## config.mk

```make
export PLATFORM = sky130hd
export DESIGN_NAME = uar_async_receiver
export DESIGN_NICKNAME = d
export VERILOG_FILES = /design/src/uar_pkg.sv /design/src/uar_rx_fifo.sv /design/src/uar_async_receiver.sv
export SDC_FILE = /design/constraint.sdc
export NUM_CORES = 1
export LEC_CHECK = 0
export BUFFER_PORTS_ARGS = -buffer_cell sky130_fd_sc_hd__clkbuf_2
export CAP_MARGIN = 10
export CORE_MARGIN = 1
export CORE_UTILIZATION = 38
export CTS_CLUSTER_DIAMETER = 200
export DETAILED_ROUTE_END_ITERATION = 7
export PLACE_DENSITY = 0.54
export SKIP_CTS_REPAIR_TIMING = 1
export SLEW_MARGIN = 20
export SYNTH_ARGS = -nofsm -noshare
export SYNTH_HDL_FRONTEND = slang
export SYNTH_HIERARCHICAL = 1
export SYNTH_SLANG_ARGS = --single-unit
```

## constraint.sdc

```tcl
create_clock -name clk -period 4 [get_ports clk]
set_clock_uncertainty 0.05 [all_clocks]
set_input_delay 0.8 -clock clk [delete_from_list [all_inputs] [get_ports clk]]
set_output_delay 0.8 -clock clk [all_outputs]
set_load 0.005 [all_outputs]
```

## src/uar_pkg.sv

```systemverilog
// constants, types and register map of the asynchronous receive path
package uar_pkg;

   // register offsets, byte addresses as printed
   localparam logic [7:0] UAR_ADDR_FLAGS = 8'h0c;
   localparam logic [7:0] UAR_ADDR_RCSTAT = 8'h18;
   localparam logic [7:0] UAR_ADDR_TXDATA = 8'h19;
   localparam logic [7:0] UAR_ADDR_RXDATA = 8'h1a;
   localparam logic [7:0] UAR_ADDR_ENABLES = 8'h8c;
   localparam logic [7:0] UAR_ADDR_TXSTAT = 8'h98;
   localparam logic [7:0] UAR_ADDR_BAUD = 8'h99;
   localparam logic [7:0] UAR_ADDR_EVT_STAT = 8'h1b;
   localparam logic [7:0] UAR_ADDR_EVT_CLR = 8'h1c;
   localparam logic [7:0] UAR_ADDR_EVT_EN = 8'h1d;

   // peripheral flag / enable bit
   localparam int UAR_FLAG_RX = 5;
   localparam int UAR_EN_RX = 5;

   // receive status/control fields
   localparam int UAR_RC_SERIAL_PORT_ENABLE = 7;
   localparam int UAR_RC_RX9 = 6;
   localparam int UAR_RC_SINGLE_RECEIVE_ENABLE = 5;
   localparam int UAR_RC_CONTINUOUS_RECEIVE_ENABLE = 4;
   localparam int UAR_RC_FRAMING_ERROR = 2;
   localparam int UAR_RC_OVERRUN_ERROR = 1;
   localparam int UAR_RC_RECEIVED_NINTH_BIT = 0;

   // transmit status/control fields
   localparam int UAR_TS_CLOCK_SOURCE_SELECT = 7;
   localparam int UAR_TS_TX9 = 6;
   localparam int UAR_TS_TRANSMIT_ENABLE = 5;
   localparam int UAR_TS_SYNC = 4;
   localparam int UAR_TS_HIGH_BAUD_SELECT = 2;
   localparam int UAR_TS_SHIFT_REGISTER_EMPTY = 1;
   localparam int UAR_TS_TRANSMIT_NINTH_BIT = 0;

   // reset values and writable masks
   localparam logic [7:0] UAR_RST_BYTE = 8'h00;
   localparam logic [3:0] UAR_RC_CTL_RST = 4'h0;
   localparam logic [7:0] UAR_TXSTAT_RST = 8'h02;
   localparam logic [7:0] UAR_TXSTAT_WMASK = 8'hf5;

   // event status bits
   localparam int UAR_EV_WORD = 0;
   localparam int UAR_EV_OVR = 1;
   localparam int UAR_EV_FRM = 2;
   localparam int UAR_EVT_W = 3;
   localparam logic [UAR_EVT_W-1:0] UAR_EVT_RST = 3'h0;

   // oversampling: votes on the 7th, 8th and 9th tick of sixteen
   localparam logic [3:0] UAR_SMP_FIRST = 4'h0;
   localparam logic [3:0] UAR_SMP_STEP = 4'h1;
   localparam logic [3:0] UAR_VOTE_A = 4'h6;
   localparam logic [3:0] UAR_VOTE_B = 4'h7;
   localparam logic [3:0] UAR_VOTE_C = 4'h8;
   localparam int UAR_LO_PRESCALE = 4;

   // frame sizes
   localparam logic [3:0] UAR_BIT_FIRST = 4'h0;
   localparam logic [3:0] UAR_BIT_STEP = 4'h1;
   localparam logic [3:0] UAR_LAST_BIT8 = 4'h7;
   localparam logic [3:0] UAR_LAST_BIT9 = 4'h8;
   localparam int UAR_FIFO_DEPTH = 2;

   typedef enum logic [2:0] {
      UAR_IDLE = 3'b000,
      UAR_START = 3'b001,
      UAR_DATA = 3'b011,
      UAR_STOP = 3'b010,
      UAR_SYNC_RX = 3'b110
   } uar_state_t;

   typedef struct packed {
      logic framing_error;
      logic bit9;
      logic [7:0] data;
   } uar_entry_t;

   typedef struct packed {
      logic [7:0] addr;
      logic [7:0] wdata;
      logic wr;
      logic rd;
   } uar_bus_t;

endpackage

```

## src/uar_rx_fifo.sv

```systemverilog
// small receive fifo with registered head entry
module uar_rx_fifo import uar_pkg::*; #(
   parameter int DEPTH = UAR_FIFO_DEPTH
) (
   input wire logic clk,
   input wire logic rst,
   input wire logic cen,
   input wire logic push,
   input uar_entry_t wdata,
   input wire logic pop,
   output uar_entry_t head_r,
   output logic full_r,
   output logic empty_r
);
   localparam int AW = (DEPTH > 1) ? $clog2(DEPTH) : 1;
   localparam int CW = $clog2(DEPTH + 1);
   localparam logic [AW-1:0] LAST_PTR = AW'(DEPTH - 1);
   localparam logic [CW-1:0] FULL_CNT = CW'(DEPTH);
   localparam logic [CW-1:0] ONE_CNT = CW'(1);

   uar_entry_t mem [DEPTH];
   logic [AW-1:0] wp_r;
   logic [AW-1:0] rp_r;
   logic [AW-1:0] rp_inc;
   logic [AW-1:0] wp_inc;
   logic [CW-1:0] cnt_r;
   logic [CW-1:0] cnt_nxt;
   logic do_push;
   logic do_pop;

   assign do_pop = pop && !empty_r;
   assign do_push = push && !full_r;
   assign rp_inc = (rp_r == LAST_PTR) ? '0 : rp_r + 1'b1;
   assign wp_inc = (wp_r == LAST_PTR) ? '0 : wp_r + 1'b1;

   always_comb begin
      cnt_nxt = cnt_r;
      if (do_push && !do_pop) begin
         cnt_nxt = cnt_r + ONE_CNT;
      end else if (do_pop && !do_push) begin
         cnt_nxt = cnt_r - ONE_CNT;
      end
   end

   // storage needs no reset, only the head register is visible
   always_ff @(posedge clk) begin
      if (cen && do_push) begin
         mem[wp_r] <= wdata;
      end
   end

   always_ff @(posedge clk) begin
      if (rst) begin
         wp_r <= '0;
         rp_r <= '0;
         cnt_r <= '0;
         full_r <= 1'b0;
         empty_r <= 1'b1;
      end else if (cen) begin
         if (do_push) begin
            wp_r <= wp_inc;
         end
         if (do_pop) begin
            rp_r <= rp_inc;
         end
         cnt_r <= cnt_nxt;
         full_r <= (cnt_nxt == FULL_CNT);
         empty_r <= (cnt_nxt == '0);
      end
   end

   // head is computed ahead so status reads never lag a pop
   always_ff @(posedge clk) begin
      if (rst) begin
         head_r <= '0;
      end else if (cen) begin
         if (do_push && (cnt_r == '0 || (cnt_r == ONE_CNT && do_pop))) begin
            head_r <= wdata;
         end else if (do_pop) begin
            head_r <= mem[rp_inc];
         end
      end
   end

endmodule // uar_rx_fifo

```

## src/uar_async_receiver.sv

```systemverilog
// receive path of the serial port with its registers and mode select
// What this block does
// - recover bits from a sixteen-times oversampled line, shifter steps once per bit
// - asynchronous reception runs only while continuous receive enable is set
// - after the stop bit, move the word into the fifo if room; then set receive flag
// - interrupt on receive when receive flag and its enable are both set, or when any of the word, overrun and framing events and its event enable are both set
// - receive flag is read-only and clears once reading empties the fifo
// - receive data is a two-entry fifo while a third word shifts in
// - stop bit of a word with the fifo full sets overrun and drops the word
// - overrun clears only when software drops and re-sets continuous receive
// - while overrun is set no word enters the fifo
// - a low stop bit sets the framing error of that word
// - framing error and ninth bit travel per entry and advance on a data read
// - synchronous master mode is half duplex between receive and transmit
// - synchronous select plus port enable turn the pins into clock and data lines
// - with clock source select set the block drives the clock line
// - each asynchronous bit is a majority of samples at ticks seven, eight and nine; synchronous bits are single samples
// - frame is start, eight or nine data bits lsb first, one stop, no parity
//
// The address-and-strobe port was decided locally.
module uar_async_receiver import uar_pkg::*; #(
   parameter int LO_PRESCALE = UAR_LO_PRESCALE,
   parameter int FIFO_DEPTH = UAR_FIFO_DEPTH
) (
   input wire logic clk,
   input wire logic rst,
   input wire logic cen,
   input uar_bus_t bus,
   output logic [7:0] rd_data_r,
   input wire logic serial_data_line_in,
   input wire logic tx_shift_empty,
   input wire logic tx_busy,
   output logic serial_clock_line_r,
   output logic serial_clock_line_oe_r,
   output logic [7:0] transmit_data_r,
   output logic transmit_load_r,
   output logic tx_inhibit_r,
   output logic irq_r
);
   localparam logic [7:0] PRE_LIM_LO = 8'(LO_PRESCALE - 1);

   logic [7:4] rc_ctl_r;
   logic [7:0] ts_ctl_r;
   logic [7:0] baud_r;
   logic [7:0] enables_r;
   logic [UAR_EVT_W-1:0] evt_r;
   logic [UAR_EVT_W-1:0] evt_en_r;
   logic [UAR_EVT_W-1:0] evt_set;
   logic [UAR_EVT_W-1:0] evt_clr;
   logic overrun_error_r;
   logic rx_m_r;
   logic rx_s_r;
   logic rx_d_r;
   logic [7:0] pre_r;
   logic [7:0] div_r;
   logic [7:0] pre_lim;
   logic tick;
   logic brg_run;
   logic v_a_r;
   logic v_b_r;
   logic vote;
   uar_state_t st_r;
   uar_state_t st_nxt;
   logic [3:0] smp_r;
   logic [3:0] smp_nxt;
   logic [3:0] bit_r;
   logic [3:0] bit_nxt;
   logic [3:0] last_bit;
   logic [8:0] sh_r;
   logic [8:0] sh_nxt;
   logic sclk_nxt;
   logic done;
   logic frame_err;
   logic single_receive_enable_clr;
   logic fifo_push;
   logic fifo_pop;
   logic fifo_full;
   logic fifo_empty;
   logic receive_flag;
   logic ovr_set;
   uar_entry_t entry;
   uar_entry_t head;
   logic [7:0] rd_nxt;
   logic serial_port_enable;
   logic rx9;
   logic single_receive_enable;
   logic continuous_receive_enable;
   logic clock_source_select;
   logic transmit_enable;
   logic sync;
   logic async_on;
   logic sync_rx_en;
   logic wr_hit_rc;
   logic rd_pop;

   assign serial_port_enable = rc_ctl_r[UAR_RC_SERIAL_PORT_ENABLE];
   assign rx9 = rc_ctl_r[UAR_RC_RX9];
   assign single_receive_enable = rc_ctl_r[UAR_RC_SINGLE_RECEIVE_ENABLE];
   assign continuous_receive_enable = rc_ctl_r[UAR_RC_CONTINUOUS_RECEIVE_ENABLE];
   assign clock_source_select = ts_ctl_r[UAR_TS_CLOCK_SOURCE_SELECT];
   assign transmit_enable = ts_ctl_r[UAR_TS_TRANSMIT_ENABLE];
   assign sync = ts_ctl_r[UAR_TS_SYNC];
   assign async_on = serial_port_enable && continuous_receive_enable && !sync;
   assign sync_rx_en = serial_port_enable && sync && clock_source_select && (continuous_receive_enable || single_receive_enable);
   assign last_bit = rx9 ? UAR_LAST_BIT9 : UAR_LAST_BIT8;
   assign wr_hit_rc = bus.wr && bus.addr == UAR_ADDR_RCSTAT;
   assign rd_pop = bus.rd && bus.addr == UAR_ADDR_RXDATA;
   assign receive_flag = !fifo_empty;

   // line synchroniser, idle high
   always_ff @(posedge clk) begin
      if (rst) begin
         rx_m_r <= 1'b1;
         rx_s_r <= 1'b1;
         rx_d_r <= 1'b1;
      end else if (cen) begin
         rx_m_r <= serial_data_line_in;
         rx_s_r <= rx_m_r;
         rx_d_r <= rx_s_r;
      end
   end

   // baud generator idle while nothing is enabled; >= so a lowered limit never strands it
   assign brg_run = serial_port_enable && (continuous_receive_enable || single_receive_enable || transmit_enable);
   assign pre_lim = ts_ctl_r[UAR_TS_HIGH_BAUD_SELECT] ? UAR_RST_BYTE : PRE_LIM_LO;
   assign tick = brg_run && pre_r >= pre_lim && div_r >= baud_r;

   always_ff @(posedge clk) begin
      if (rst) begin
         pre_r <= UAR_RST_BYTE;
         div_r <= UAR_RST_BYTE;
      end else if (cen) begin
         if (!brg_run) begin
            pre_r <= UAR_RST_BYTE;
            div_r <= UAR_RST_BYTE;
         end else if (pre_r >= pre_lim) begin
            pre_r <= UAR_RST_BYTE;
            div_r <= (div_r >= baud_r) ? UAR_RST_BYTE : div_r + 8'h01;
         end else begin
            pre_r <= pre_r + 8'h01;
         end
      end
   end

   // majority of three samples filters glitches near the bit centre
   always_ff @(posedge clk) begin
      if (rst) begin
         v_a_r <= 1'b1;
         v_b_r <= 1'b1;
      end else if (cen && tick) begin
         if (smp_r == UAR_VOTE_A) begin
            v_a_r <= rx_s_r;
         end
         if (smp_r == UAR_VOTE_B) begin
            v_b_r <= rx_s_r;
         end
      end
   end
   assign vote = (v_a_r && v_b_r) || (v_a_r && rx_s_r) || (v_b_r && rx_s_r);

   always_comb begin
      st_nxt = st_r;
      smp_nxt = smp_r;
      bit_nxt = bit_r;
      sh_nxt = sh_r;
      sclk_nxt = serial_clock_line_r;
      done = 1'b0;
      frame_err = 1'b0;
      single_receive_enable_clr = 1'b0;
      if (tick && st_r != UAR_IDLE && st_r != UAR_SYNC_RX) begin
         smp_nxt = smp_r + UAR_SMP_STEP;
      end
      case (st_r)
         UAR_IDLE: begin
            sclk_nxt = 1'b0;
            if (async_on && rx_d_r && !rx_s_r) begin
               st_nxt = UAR_START;
               smp_nxt = UAR_SMP_FIRST;
            end else if (sync_rx_en && !tx_busy) begin
               st_nxt = UAR_SYNC_RX;
               bit_nxt = UAR_BIT_FIRST;
            end
         end
         UAR_START: begin
            if (tick && smp_r == UAR_VOTE_C) begin
               // a high vote means a glitch, not a start bit
               st_nxt = vote ? UAR_IDLE : UAR_DATA;
               bit_nxt = UAR_BIT_FIRST;
            end
         end
         UAR_DATA: begin
            if (tick && smp_r == UAR_VOTE_C) begin
               sh_nxt = {vote, sh_r[8:1]};
               bit_nxt = bit_r + UAR_BIT_STEP;
               if (bit_r == last_bit) begin
                  st_nxt = UAR_STOP;
               end
            end
         end
         UAR_STOP: begin
            if (tick && smp_r == UAR_VOTE_C) begin
               // back to idle mid stop bit so the next start edge is seen
               done = 1'b1;
               frame_err = !vote;
               st_nxt = UAR_IDLE;
            end
         end
         UAR_SYNC_RX: begin
            if (tick) begin
               sclk_nxt = !serial_clock_line_r;
               if (!serial_clock_line_r) begin
                  sh_nxt = {rx_s_r, sh_r[8:1]};
                  bit_nxt = bit_r + UAR_BIT_STEP;
                  if (bit_r == last_bit) begin
                     done = 1'b1;
                     single_receive_enable_clr = single_receive_enable;
                     st_nxt = UAR_IDLE;
                  end
               end
            end
         end
         default: begin
            st_nxt = UAR_IDLE;
         end
      endcase
      // dropping the enables resets the receive logic
      if ((st_r == UAR_SYNC_RX && !sync_rx_en) ||
          (st_r != UAR_IDLE && st_r != UAR_SYNC_RX && !async_on)) begin
         st_nxt = UAR_IDLE;
         done = 1'b0;
         frame_err = 1'b0;
         single_receive_enable_clr = 1'b0;
      end
   end

   always_ff @(posedge clk) begin
      if (rst) begin
         st_r <= UAR_IDLE;
         smp_r <= UAR_SMP_FIRST;
         bit_r <= UAR_BIT_FIRST;
         sh_r <= '0;
         serial_clock_line_r <= 1'b0;
      end else if (cen) begin
         st_r <= st_nxt;
         smp_r <= smp_nxt;
         bit_r <= bit_nxt;
         sh_r <= sh_nxt;
         serial_clock_line_r <= sclk_nxt;
      end
   end

   // word into the fifo, ninth bit and framing error ride along
   assign entry.data = rx9 ? sh_nxt[7:0] : sh_nxt[8:1];
   assign entry.bit9 = rx9 && sh_nxt[8];
   assign entry.framing_error = frame_err;
   assign fifo_push = done && !overrun_error_r && !fifo_full;
   assign ovr_set = done && fifo_full;
   assign fifo_pop = rd_pop;

   uar_rx_fifo #(
      .DEPTH(FIFO_DEPTH)
   ) u_fifo (
      .clk(clk),
      .rst(rst),
      .cen(cen),
      .push(fifo_push),
      .wdata(entry),
      .pop(fifo_pop),
      .head_r(head),
      .full_r(fifo_full),
      .empty_r(fifo_empty)
   );

   always_ff @(posedge clk) begin
      if (rst) begin
         overrun_error_r <= 1'b0;
      end else if (cen) begin
         if (!continuous_receive_enable) begin
            overrun_error_r <= 1'b0;
         end else if (ovr_set) begin
            overrun_error_r <= 1'b1;
         end
      end
   end

   // control registers
   always_ff @(posedge clk) begin
      if (rst) begin
         rc_ctl_r <= UAR_RC_CTL_RST;
         ts_ctl_r <= UAR_TXSTAT_RST & UAR_TXSTAT_WMASK;
         baud_r <= UAR_RST_BYTE;
         enables_r <= UAR_RST_BYTE;
         evt_en_r <= UAR_EVT_RST;
         transmit_data_r <= UAR_RST_BYTE;
         transmit_load_r <= 1'b0;
      end else if (cen) begin
         transmit_load_r <= 1'b0;
         if (wr_hit_rc) begin
            rc_ctl_r <= bus.wdata[7:4];
         end else if (single_receive_enable_clr) begin
            rc_ctl_r[UAR_RC_SINGLE_RECEIVE_ENABLE] <= 1'b0;
         end
         if (bus.wr) begin
            case (bus.addr)
               UAR_ADDR_TXSTAT: ts_ctl_r <= bus.wdata & UAR_TXSTAT_WMASK;
               UAR_ADDR_BAUD: baud_r <= bus.wdata;
               UAR_ADDR_ENABLES: enables_r <= bus.wdata;
               UAR_ADDR_EVT_EN: evt_en_r <= bus.wdata[UAR_EVT_W-1:0];
               UAR_ADDR_TXDATA: begin
                  transmit_data_r <= bus.wdata;
                  transmit_load_r <= 1'b1;
               end
               default: begin
               end
            endcase
         end
      end
   end

   // sticky events: a set in the clearing cycle survives
   assign evt_set[UAR_EV_WORD] = fifo_push;
   assign evt_set[UAR_EV_OVR] = ovr_set;
   assign evt_set[UAR_EV_FRM] = done && frame_err;
   assign evt_clr = (bus.wr && bus.addr == UAR_ADDR_EVT_CLR) ?
                    bus.wdata[UAR_EVT_W-1:0] : UAR_EVT_RST;

   always_ff @(posedge clk) begin
      if (rst) begin
         evt_r <= UAR_EVT_RST;
      end else if (cen) begin
         evt_r <= (evt_r & ~evt_clr) | evt_set;
      end
   end

   always_ff @(posedge clk) begin
      if (rst) begin
         irq_r <= 1'b0;
         serial_clock_line_oe_r <= 1'b0;
         tx_inhibit_r <= 1'b0;
      end else if (cen) begin
         irq_r <= (enables_r[UAR_EN_RX] && receive_flag) || |(evt_r & evt_en_r);
         serial_clock_line_oe_r <= serial_port_enable && sync && clock_source_select;
         tx_inhibit_r <= serial_port_enable && sync && (continuous_receive_enable || single_receive_enable);
      end
   end

   // read mux, data valid only in the cycle after the strobe
   always_comb begin
      rd_nxt = UAR_RST_BYTE;
      case (bus.addr)
         UAR_ADDR_FLAGS: rd_nxt[UAR_FLAG_RX] = receive_flag;
         UAR_ADDR_RCSTAT: begin
            rd_nxt[7:4] = rc_ctl_r;
            rd_nxt[UAR_RC_FRAMING_ERROR] = head.framing_error;
            rd_nxt[UAR_RC_OVERRUN_ERROR] = overrun_error_r;
            rd_nxt[UAR_RC_RECEIVED_NINTH_BIT] = head.bit9;
         end
         UAR_ADDR_TXDATA: rd_nxt = transmit_data_r;
         UAR_ADDR_RXDATA: rd_nxt = head.data;
         UAR_ADDR_ENABLES: rd_nxt = enables_r;
         UAR_ADDR_TXSTAT: begin
            rd_nxt = ts_ctl_r;
            rd_nxt[UAR_TS_SHIFT_REGISTER_EMPTY] = tx_shift_empty;
         end
         UAR_ADDR_BAUD: rd_nxt = baud_r;
         UAR_ADDR_EVT_STAT: rd_nxt[UAR_EVT_W-1:0] = evt_r;
         UAR_ADDR_EVT_EN: rd_nxt[UAR_EVT_W-1:0] = evt_en_r;
         default: rd_nxt = UAR_RST_BYTE;
      endcase
   end

   always_ff @(posedge clk) begin
      if (rst) begin
         rd_data_r <= UAR_RST_BYTE;
      end else if (cen) begin
         rd_data_r <= bus.rd ? rd_nxt : UAR_RST_BYTE;
      end
   end
endmodule // uar_async_receiver

```

==> results of run 1 <==
-- per-stage QoR --
stage	hold slack (ns)	area [sq um]	utilization (%)	setup WS, ns	power, W
2_1_floorplan	0.380	6550	-	1.00	0.00143
3_3_place_gp	0.401	7000	41.9	0.680	0.00147
3_5_place_dp	0.408	7000	41.9	0.587	0.00147
4_1_cts	0.417	7550	45.2	0.574	0.00290
5_1_grt	0.436	7550	45.2	0.327	0.00298
6_report	0.415	7550	45.2	0.602	0.00288
-- worst paths after layout --
kind | from | to | slack, ns | cells past startpoint
max | baud_r[2]$_SDFFE_PP0P_ | u_fifo/head_r[1]$_SDFFE_PP0P_ | 0.60 | 12
min | rd_data_r[0]$_SDFFE_PP0P_ | rd_data_r[0]$_SDFFE_PP0P_ | 0.42 | 2
max reg2reg | baud_r[2]$_SDFFE_PP0P_ | u_fifo/head_r[1]$_SDFFE_PP0P_ | 0.60 | 12
min reg2reg | rd_data_r[0]$_SDFFE_PP0P_ | rd_data_r[0]$_SDFFE_PP0P_ | 0.42 | 2
-- state kept, by name, indices dropped and copies added, names as in the netlist, 6 cells and up --
register         cells
u_fifo/mem          20
u_fifo/head_r       10
sh_r                 9
baud_r               8
div_r                8
enables_r            8
pre_r                8
rd_data_r            8
transmit_data_r      8
ts_ctl_r             6
-- power groups by stage --
stage / clock network, W / logic, W / registers (W)
floorplan: 0 / 0.0000579 / 0.00137
global placement: 0 / 0.0000979 / 0.00137
detailed placement: 0 / 0.0000993 / 0.00137
CTS: 0.00146 / 0.0000996 / 0.00134
global route: 0.00153 / 0.000109 / 0.00134
finish: 0.00143 / 0.0000996 / 0.00134
-- logic make-up (layout without fill, tap and decap cells) --
logic type / count (synthesis) / count (layout) / share of synthesized area (%)
AO/OA/AOI/OAI: 133 / 133 / 14.0
multiplexers: 82 / 82 / 13.1
adder cells (fa/ha/maj): 19 / 19 / 3.59
flip-flops: 131 / 131 / 43.1
XOR/XNOR: 19 / 19 / 2.54
buffers and inverters: 58 / 113 / 3.57
AND/OR/NAND/NOR: 282 / 282 / 20.1
-- worst max-delay path, stage by stage, from the launching register on --
cell and delay, ns:
dfxtp_1 0.36, inv_1 0.06, ha_1 0.29, and3_1 0.15, o21ai_1 0.06, a311o_1 0.45
a21o_2 0.31, or3_1 0.56, mux2i_1 0.21, mux2i_1 0.30, nor2_1 0.09, a221o_1 0.29
a21oi_1 0.13
-- layout by cell type (no fill, tap or decap), types with 14 or more instances in the layout --
| cell | synthesis | layout |
|---|---|---|
| edfxtp_1 | 20 | 20 |
| nand2_1 | 70 | 70 |
| dfxtp_1 | 111 | 111 |
| clkbuf_2 | 0 | 43 |
| a22oi_1 | 14 | 14 |
| nor2_1 | 111 | 111 |
| inv_1 | 19 | 19 |
| a21oi_1 | 39 | 39 |
| clkbuf_16 | 0 | 18 |
| mux2i_1 | 77 | 77 |
| nand3_1 | 22 | 22 |
| ha_1 | 18 | 18 |
-- cell type report --
| type | instances | area share (%) |
|---|---|---|
| clock buffers | 20 | 6.20 |
| well taps | 220 | 3.65 |
| repair buffers | 56 | 4.11 |
| inverters | 25 | 1.24 |
| flip-flops and latches | 131 | 37.4 |
| multi-input cells | 535 | 46.3 |
| clock inverters | 12 | 1.09 |
-- metal layers --
| layer | GRT usage, % | vias up | wire length, um |
|---|---|---|---|
| li1 | - | 2691 | - |
| met1 | 26.5 | 2530 | 7980 |
| met2 | 30.2 | 147 | 7480 |
| met3 | 5.29 | 21 | 833 |
| met4 | 6.38 | 0 | 297 |
| met5 | 0 | - | 0 |
==> out/metrics.yaml, run 1 <==
status:
  status: "finished clean"
grt:
  grt_pass1_wl_um: 27300
  grt_usage_pct: 19.6
  grt_max_degree: 68
  antenna_found_initial: 0
  grt_pass1_vias: 5288
  grt.overflow.total: 0
route:
  drt_iter0_drc: 443
  vias: 5389
  drt.antenna.violating_nets: 0
  wl_um: 16600
  routedWlPerCell_um: 16.6
  first_pass_iters: 6
  viasPerCell: 5.39
  drcViolationCount: 0
cts:
  cts_max_path_buffers: 2
  root_buffer: "clkbuf_16"
  cts_tree: "built"
  htree_num_levels: 4
  numClockSinks: 131
  clk_latency_ns: 0.42
  cts-buffers-inserted: 17
  path_clk_slew_ns: 0.06
cells_and_area:
  fillers: 1656
  area_growth_pct: 15.2
  drive_gt1_share_pct: 13.7
  nets: 808
  seqCellArea_sq_um: 2820
  stdcell_count: 999
  n_antenna_cell: 0
  multi_input_area_sq_um: 3500
synthesis:
  synth_edf_count: 20
  syn_nets: 766
  synth_cell_type_count: 70
  synth_common_cells: "111 x dfxtp_1, 111 x nor2_1, 77 x mux2i_1, 70 x nand2_1, 39 x a21oi_1"
  yosysSeqAreaShare_pct: 43.1
  synth_seq_cells: 131
  synth_cells: 724
  avgSynthCellArea_sq_um: 9.05
  netlist_area_sq_um: 6550
  synth_top_area_cell: "dfxtp_1"
  synth.top_cell.area_share_pct: 33.9
  synth_area_leaders: "dfxtp_1 34%, mux2i_1 12%, edfxtp_1 9.2%, nor2_1 6.4%, nand2_1 4.0%"
  yosys_most_used_dff: "dfxtp_1"
  async_flop_share_pct: 0
  yosys_warnings: 6
worst_setup_path:
  required_ns: 4.28
  startpoint_type: "flip-flop"
  path_max_fanout: 8
  worst_ep_arrival_time_ns: 3.68
  critPathKind: "flip-flop to flip-flop"
  cp-end-kind: "flip-flop"
floorplanning:
  io_pins: 45
  core_sq_um: 16700
  rows: 47
  die_h_um: 133
  start_util_pct: 39.2
  die-area_sq_um: 17800
  die_x_um: 133
timing:
  period_share_pct: 84.9
  setup_tns_ns: 0
  fmax_mhz: 294
  worst_pin_slew_ns: 0.846
  rsz0062_at_grt: "false"
  finalSetupViolations: 0
  drv_slew: 0
  hold_viol: 0
  slew_headroom_pct: 43.3
  min_period_ns: 3.40
power:
  combPwrFrac_pct: 3.5
  p_leak_nw: 2.88
  power_density_nw_per_um2: 381
  sw_frac_of_total_pct: 23.2
  intPower_w: 0.00221
  ir_drop_mv: 0.296
  pwr-share-seq_pct: 46.7
  clkPwrFrac_pct: 49.9
  p_sw_w: 0.000667
placed_design:
  dp.cells: 967
  hpwl_um: 12000
  portBuffers: 44
  globalplace.congestion: 0.886
hold_path:
  hold_class: "flip-flop to flip-flop"
run:
  maxCapViolations: 0
No activity file was read; power rests on OpenSTA's default activity.
==> inputs of run 2 (changes only) <==
ABC_AREA = 1   (was unset)
clock period = 3.2 ns   (was 4 ns; I/O delays follow)
==> run 2 against run 1 <==
Synthesized cell count up 33%. Global-route usage grew 1.8 points. Clock-buffer cell count fell by 3. Critical path depth grew 3. Via count grew 17%. Register-to-register slack got worse by 0.03 ns. Non-clock buffer count is 4 higher. Highest routed layer unchanged.
==> out/metrics.yaml, run 2 <==
timing:
  finalSetupViolations: 0  # unchanged
  setup_tns_ns: 0  # unchanged
  hold_viol: 0  # unchanged
  rsz0062_at_grt: "false"  # unchanged
  slew_headroom_pct: 57.6  # was 43.3%
  period_share_pct: 82.1  # was 84.9%
  drv_slew: 0  # unchanged
  min_period_ns: 2.63  # was 3.40 ns
  worst_pin_slew_ns: 0.634  # was 0.846 ns
  fmax_mhz: 381  # was 294 MHz
synthesis:
  synth_edf_count: 20  # unchanged
  yosysMostFrequentCell: "nand2_1"
  synthMuxAreaShare_pct: 1.45  # was 13.1%
  avgSynthCellArea_sq_um: 7.13  # was 9.05 sq um
  yosys_warnings: 6  # unchanged
  synth_top_area_cell: "dfxtp_1"  # unchanged
  synthAdderAreaFrac_pct: 3.27  # was 3.59%
  syn_nets: 1008  # was 766
  synth_compound_area_share_pct: 14.3  # was 14.0%
  synth_area_leaders: "dfxtp_1 32%, nand2_1 13%, edfxtp_1 8.7%, a21oi_1 6.0%, inv_1 5.8%"  # was dfxtp_1 34%, mux2i_1 12%, edfxtp_1 9.2%, nor2_1 6.4%, nand2_1 4.0%
  synth_seq_cells: 131  # unchanged
  synth_simple_gate_area_share_pct: 30.4  # was 20.1%
  synth_cells: 966  # was 724
  async_flop_share_pct: 0  # unchanged
  yosysSeqAreaShare_pct: 41.0  # was 43.1%
  synth_xor_xnor_area_share_pct: 0.763  # was 2.54%
  synth_cell_type_count: 51  # was 70
  yosys_most_used_dff: "dfxtp_1"  # unchanged
  netlist_area_sq_um: 6890  # was 6550 sq um
  synth_common_cells: "237 x nand2_1, 111 x dfxtp_1, 106 x inv_1, 101 x nor2_1, 82 x a21oi_1"  # was 111 x dfxtp_1, 111 x nor2_1, 77 x mux2i_1, 70 x nand2_1, 39 x a21oi_1
  synth_top_family_by_area: "simple AND/OR/NAND/NOR gates"  # unchanged
  synth.top_cell.area_share_pct: 32.2  # was 33.9%
cts:
  cts_max_path_buffers: 2  # unchanged
  cts-buffers-inserted: 17  # unchanged
  clk_latency_ns: 0.43  # was 0.42 ns
  path_clk_slew_ns: 0.06  # about the same
  root_buffer: "clkbuf_16"  # unchanged
  cts_tree: "built"  # unchanged
  numClockSinks: 131  # unchanged
  htree_num_levels: 4  # unchanged
worst_setup_path:
  critPathKind: "flip-flop to flip-flop"  # unchanged
  crit_chain: "ha_1 -> nand2_1 -> nor2_1 -> nor2_1 -> nand2_1 -> nand2_1 -> nand2_4 -> nand4_1 -> nand2_1 -> and3_1 -> nand2_2 -> nor2_4 -> inv_1 -> nor2_1 -> buf_4"  # was inv_1 -> ha_1 -> and3_1 -> o21ai_1 -> a311o_1 -> a21o_2 -> or3_1 -> mux2i_1 -> mux2i_1 -> nor2_1 -> a221o_1 -> a21oi_1
  path_common_cell: "nand2_1"  # was mux2i_1
  worstReg2RegStart: "div_r[3]$_SDFFE_PP0P_"  # was baud_r[2]$_SDFFE_PP0P_
  path_max_fanout: 18  # was 8
  cp-end-kind: "flip-flop"  # unchanged
  path_delay_family: "simple AND/OR/NAND/NOR gates"  # was compound AO/OA/AOI/OAI gates
  slowest_stage: "dfxtp_1"  # was or3_1
  worst_ep_arrival_time_ns: 2.71  # was 3.68 ns
  cpPeakStageDelay_ns: 0.36  # was 0.56 ns
  worstPathBufferInverterCount: 2  # was 1
  required_ns: 3.28  # was 4.28 ns
  startpoint_type: "flip-flop"  # unchanged
  worstSetupStartpoint: "div_r[3]$_SDFFE_PP0P_"  # was baud_r[2]$_SDFFE_PP0P_
route:
  wl_um: 18900  # was 16600 um
  drt.antenna.violating_nets: 0  # unchanged
  viasPerCell: 5.05  # was 5.39
  vias: 6309  # was 5389
  drcViolationCount: 0  # unchanged
  drt_iter0_drc: 390  # was 443
  met1_length_um: 9300  # was 7980 um
  routedWlPerCell_um: 15.1  # was 16.6 um
  met3_length_um: 718  # was 833 um
  wl_met2_um: 8490  # was 7480 um
  first_pass_iters: 5  # was 6
  routed.top_layer: "met4"  # unchanged
cells_and_area:
  stdcell_count: 1250  # was 999
  drive_gt1_share_pct: 12.8  # was 13.7%
  area_growth_pct: 14.9  # was 15.2%
  largest_register: "u_fifo/mem"  # unchanged
  top_regs: "u_fifo/mem (20), u_fifo/head_r (10), sh_r (9)"  # unchanged
  fin_util_pct: 45.3  # was 45.2%
  nets: 1054  # was 808
  n_antenna_cell: 0  # unchanged
  final_common_cell: "nand2_1"
  largest_register_ffs: 20  # unchanged
  mostFrequentLayoutCells: "237 x nand2_1, 111 x dfxtp_1, 106 x inv_1"  # was 111 x nor2_1, 111 x dfxtp_1, 77 x mux2i_1
placed_design:
  globalplace.congestion: 0.874  # was 0.886
  portBuffers: 44  # unchanged
  hpwl_um: 14000  # was 12000 um
  dp.cells: 1218  # was 967
floorplanning:
  io_pins: 45  # unchanged
  core_sq_um: 17500  # was 16700 sq um
  die_h_um: 137  # was 133 um
  start_util_pct: 39.4  # was 39.2%
  die_x_um: 137  # was 133 um
  die-area_sq_um: 18700  # was 17800 sq um
  rows: 48  # was 47
run:
  maxCapViolations: 0  # unchanged
grt:
  grt_pass1_wl_um: 30200  # was 27300 um
  grt_usage_pct: 21.4  # was 19.6%
  grt.overflow.total: 0  # unchanged
  antenna_found_initial: 0  # unchanged
  grt_max_degree: 38  # was 68
  grt_pass1_vias: 5758  # was 5288
power:
  p_leak_nw: 3.30  # was 2.88 nW
  power_density_nw_per_um2: 541  # was 381 nW/um^2
  ir_drop_mv: 0.398  # was 0.296 mV
hold_path:
  hold_class: "input pin to flip-flop"  # was flip-flop to flip-flop
  min-delay-start: "serial_data_line_in"  # was rd_data_r[0]$_SDFFE_PP0P_
status:
  status: "finished clean"  # unchanged
## run 2: cell count changes after synthesis, moves of 8 or more
cell     previous run  this run
a21oi_1            39        82
a221o_1            10         0
a22oi_1            14         0
inv_1              19       106
mux2i_1            77        10
nand2_1            70       237
nand2_2             0         9
nand3_1            22        69
nand4_1             9        26
nor2_1            111       101
nor2b_1             8         0
o21ai_0            13        62
## run 2: cells by family after synthesis
| kind of cell | after synthesis |
|---|---|
| fa+ha+maj | 18 |
| xor+xnor | 6 |
| buf+inv | 150 |
| flops | 131 |
| simple gates | 472 |
| compound gates | 179 |
| mux | 10 |
## run 2: final cells by class
cell class,count,area [sq um]
Clock buffer,17,425
Tap cell,225,282
Sequential cell,131,2820
Inverter,117,440
Multi-Input combinational cell,685,3450
Clock inverter,15,156
Fill cell,1788,9560
Timing Repair Buffer,60,340
## run 2: metrics by stage
step / cell area (sq um) / hold WS [ns] / setup slack, ns / power (W)
2_1_floorplan: 6890 / 0.369 / 0.453 / 0.00222
3_3_place_gp: 7340 / 0.376 / 0.616 / 0.00238
3_5_place_dp: 7340 / 0.379 / 0.562 / 0.00238
4_1_cts: 7920 / 0.378 / 0.555 / 0.00432
5_1_grt: 7920 / 0.407 / 0.221 / 0.00448
6_report: 7920 / 0.381 / 0.574 / 0.00429
## run 2: worst paths after layout
check,endpoint,slack (ns),cells after the start
setup / recovery,u_fifo/mem[0][3]$_DFFE_PP_,0.57,15
setup reg to reg,u_fifo/mem[0][3]$_DFFE_PP_,0.57,15
hold reg to reg,pre_r[4]$_SDFFE_PP0P_,0.39,2
hold / removal,rx_m_r$_SDFFE_PP1P_,0.38,3
## run 2: worst reg2reg max path, stage by stage, from the launching register on
cell and delay, ns:
dfxtp_1 0.36, ha_1 0.31, nand2_1 0.06, nor2_1 0.10, nor2_1 0.04, nand2_1 0.06
nand2_1 0.10, nand2_4 0.21, nand4_1 0.12, nand2_1 0.14, and3_1 0.22, nand2_2 0.09
nor2_4 0.10, inv_1 0.08, nor2_1 0.09, buf_4 0.20
## run 2: report_power, final
group	switching (W)	internal [W]
logic	0.000413	0.000172
clock network	0.000788	0.00115
registers	0.0000465	0.00171
total	0.00125	0.00304
## run 2: layer usage
metal | track usage (%) | vias to the layer above
met4 | 7.72 | 0
met3 | 3.70 | 27
met2 | 34.1 | 134
li1 | - | 3283
met1 | 28.8 | 2865
met5 | 0 | -
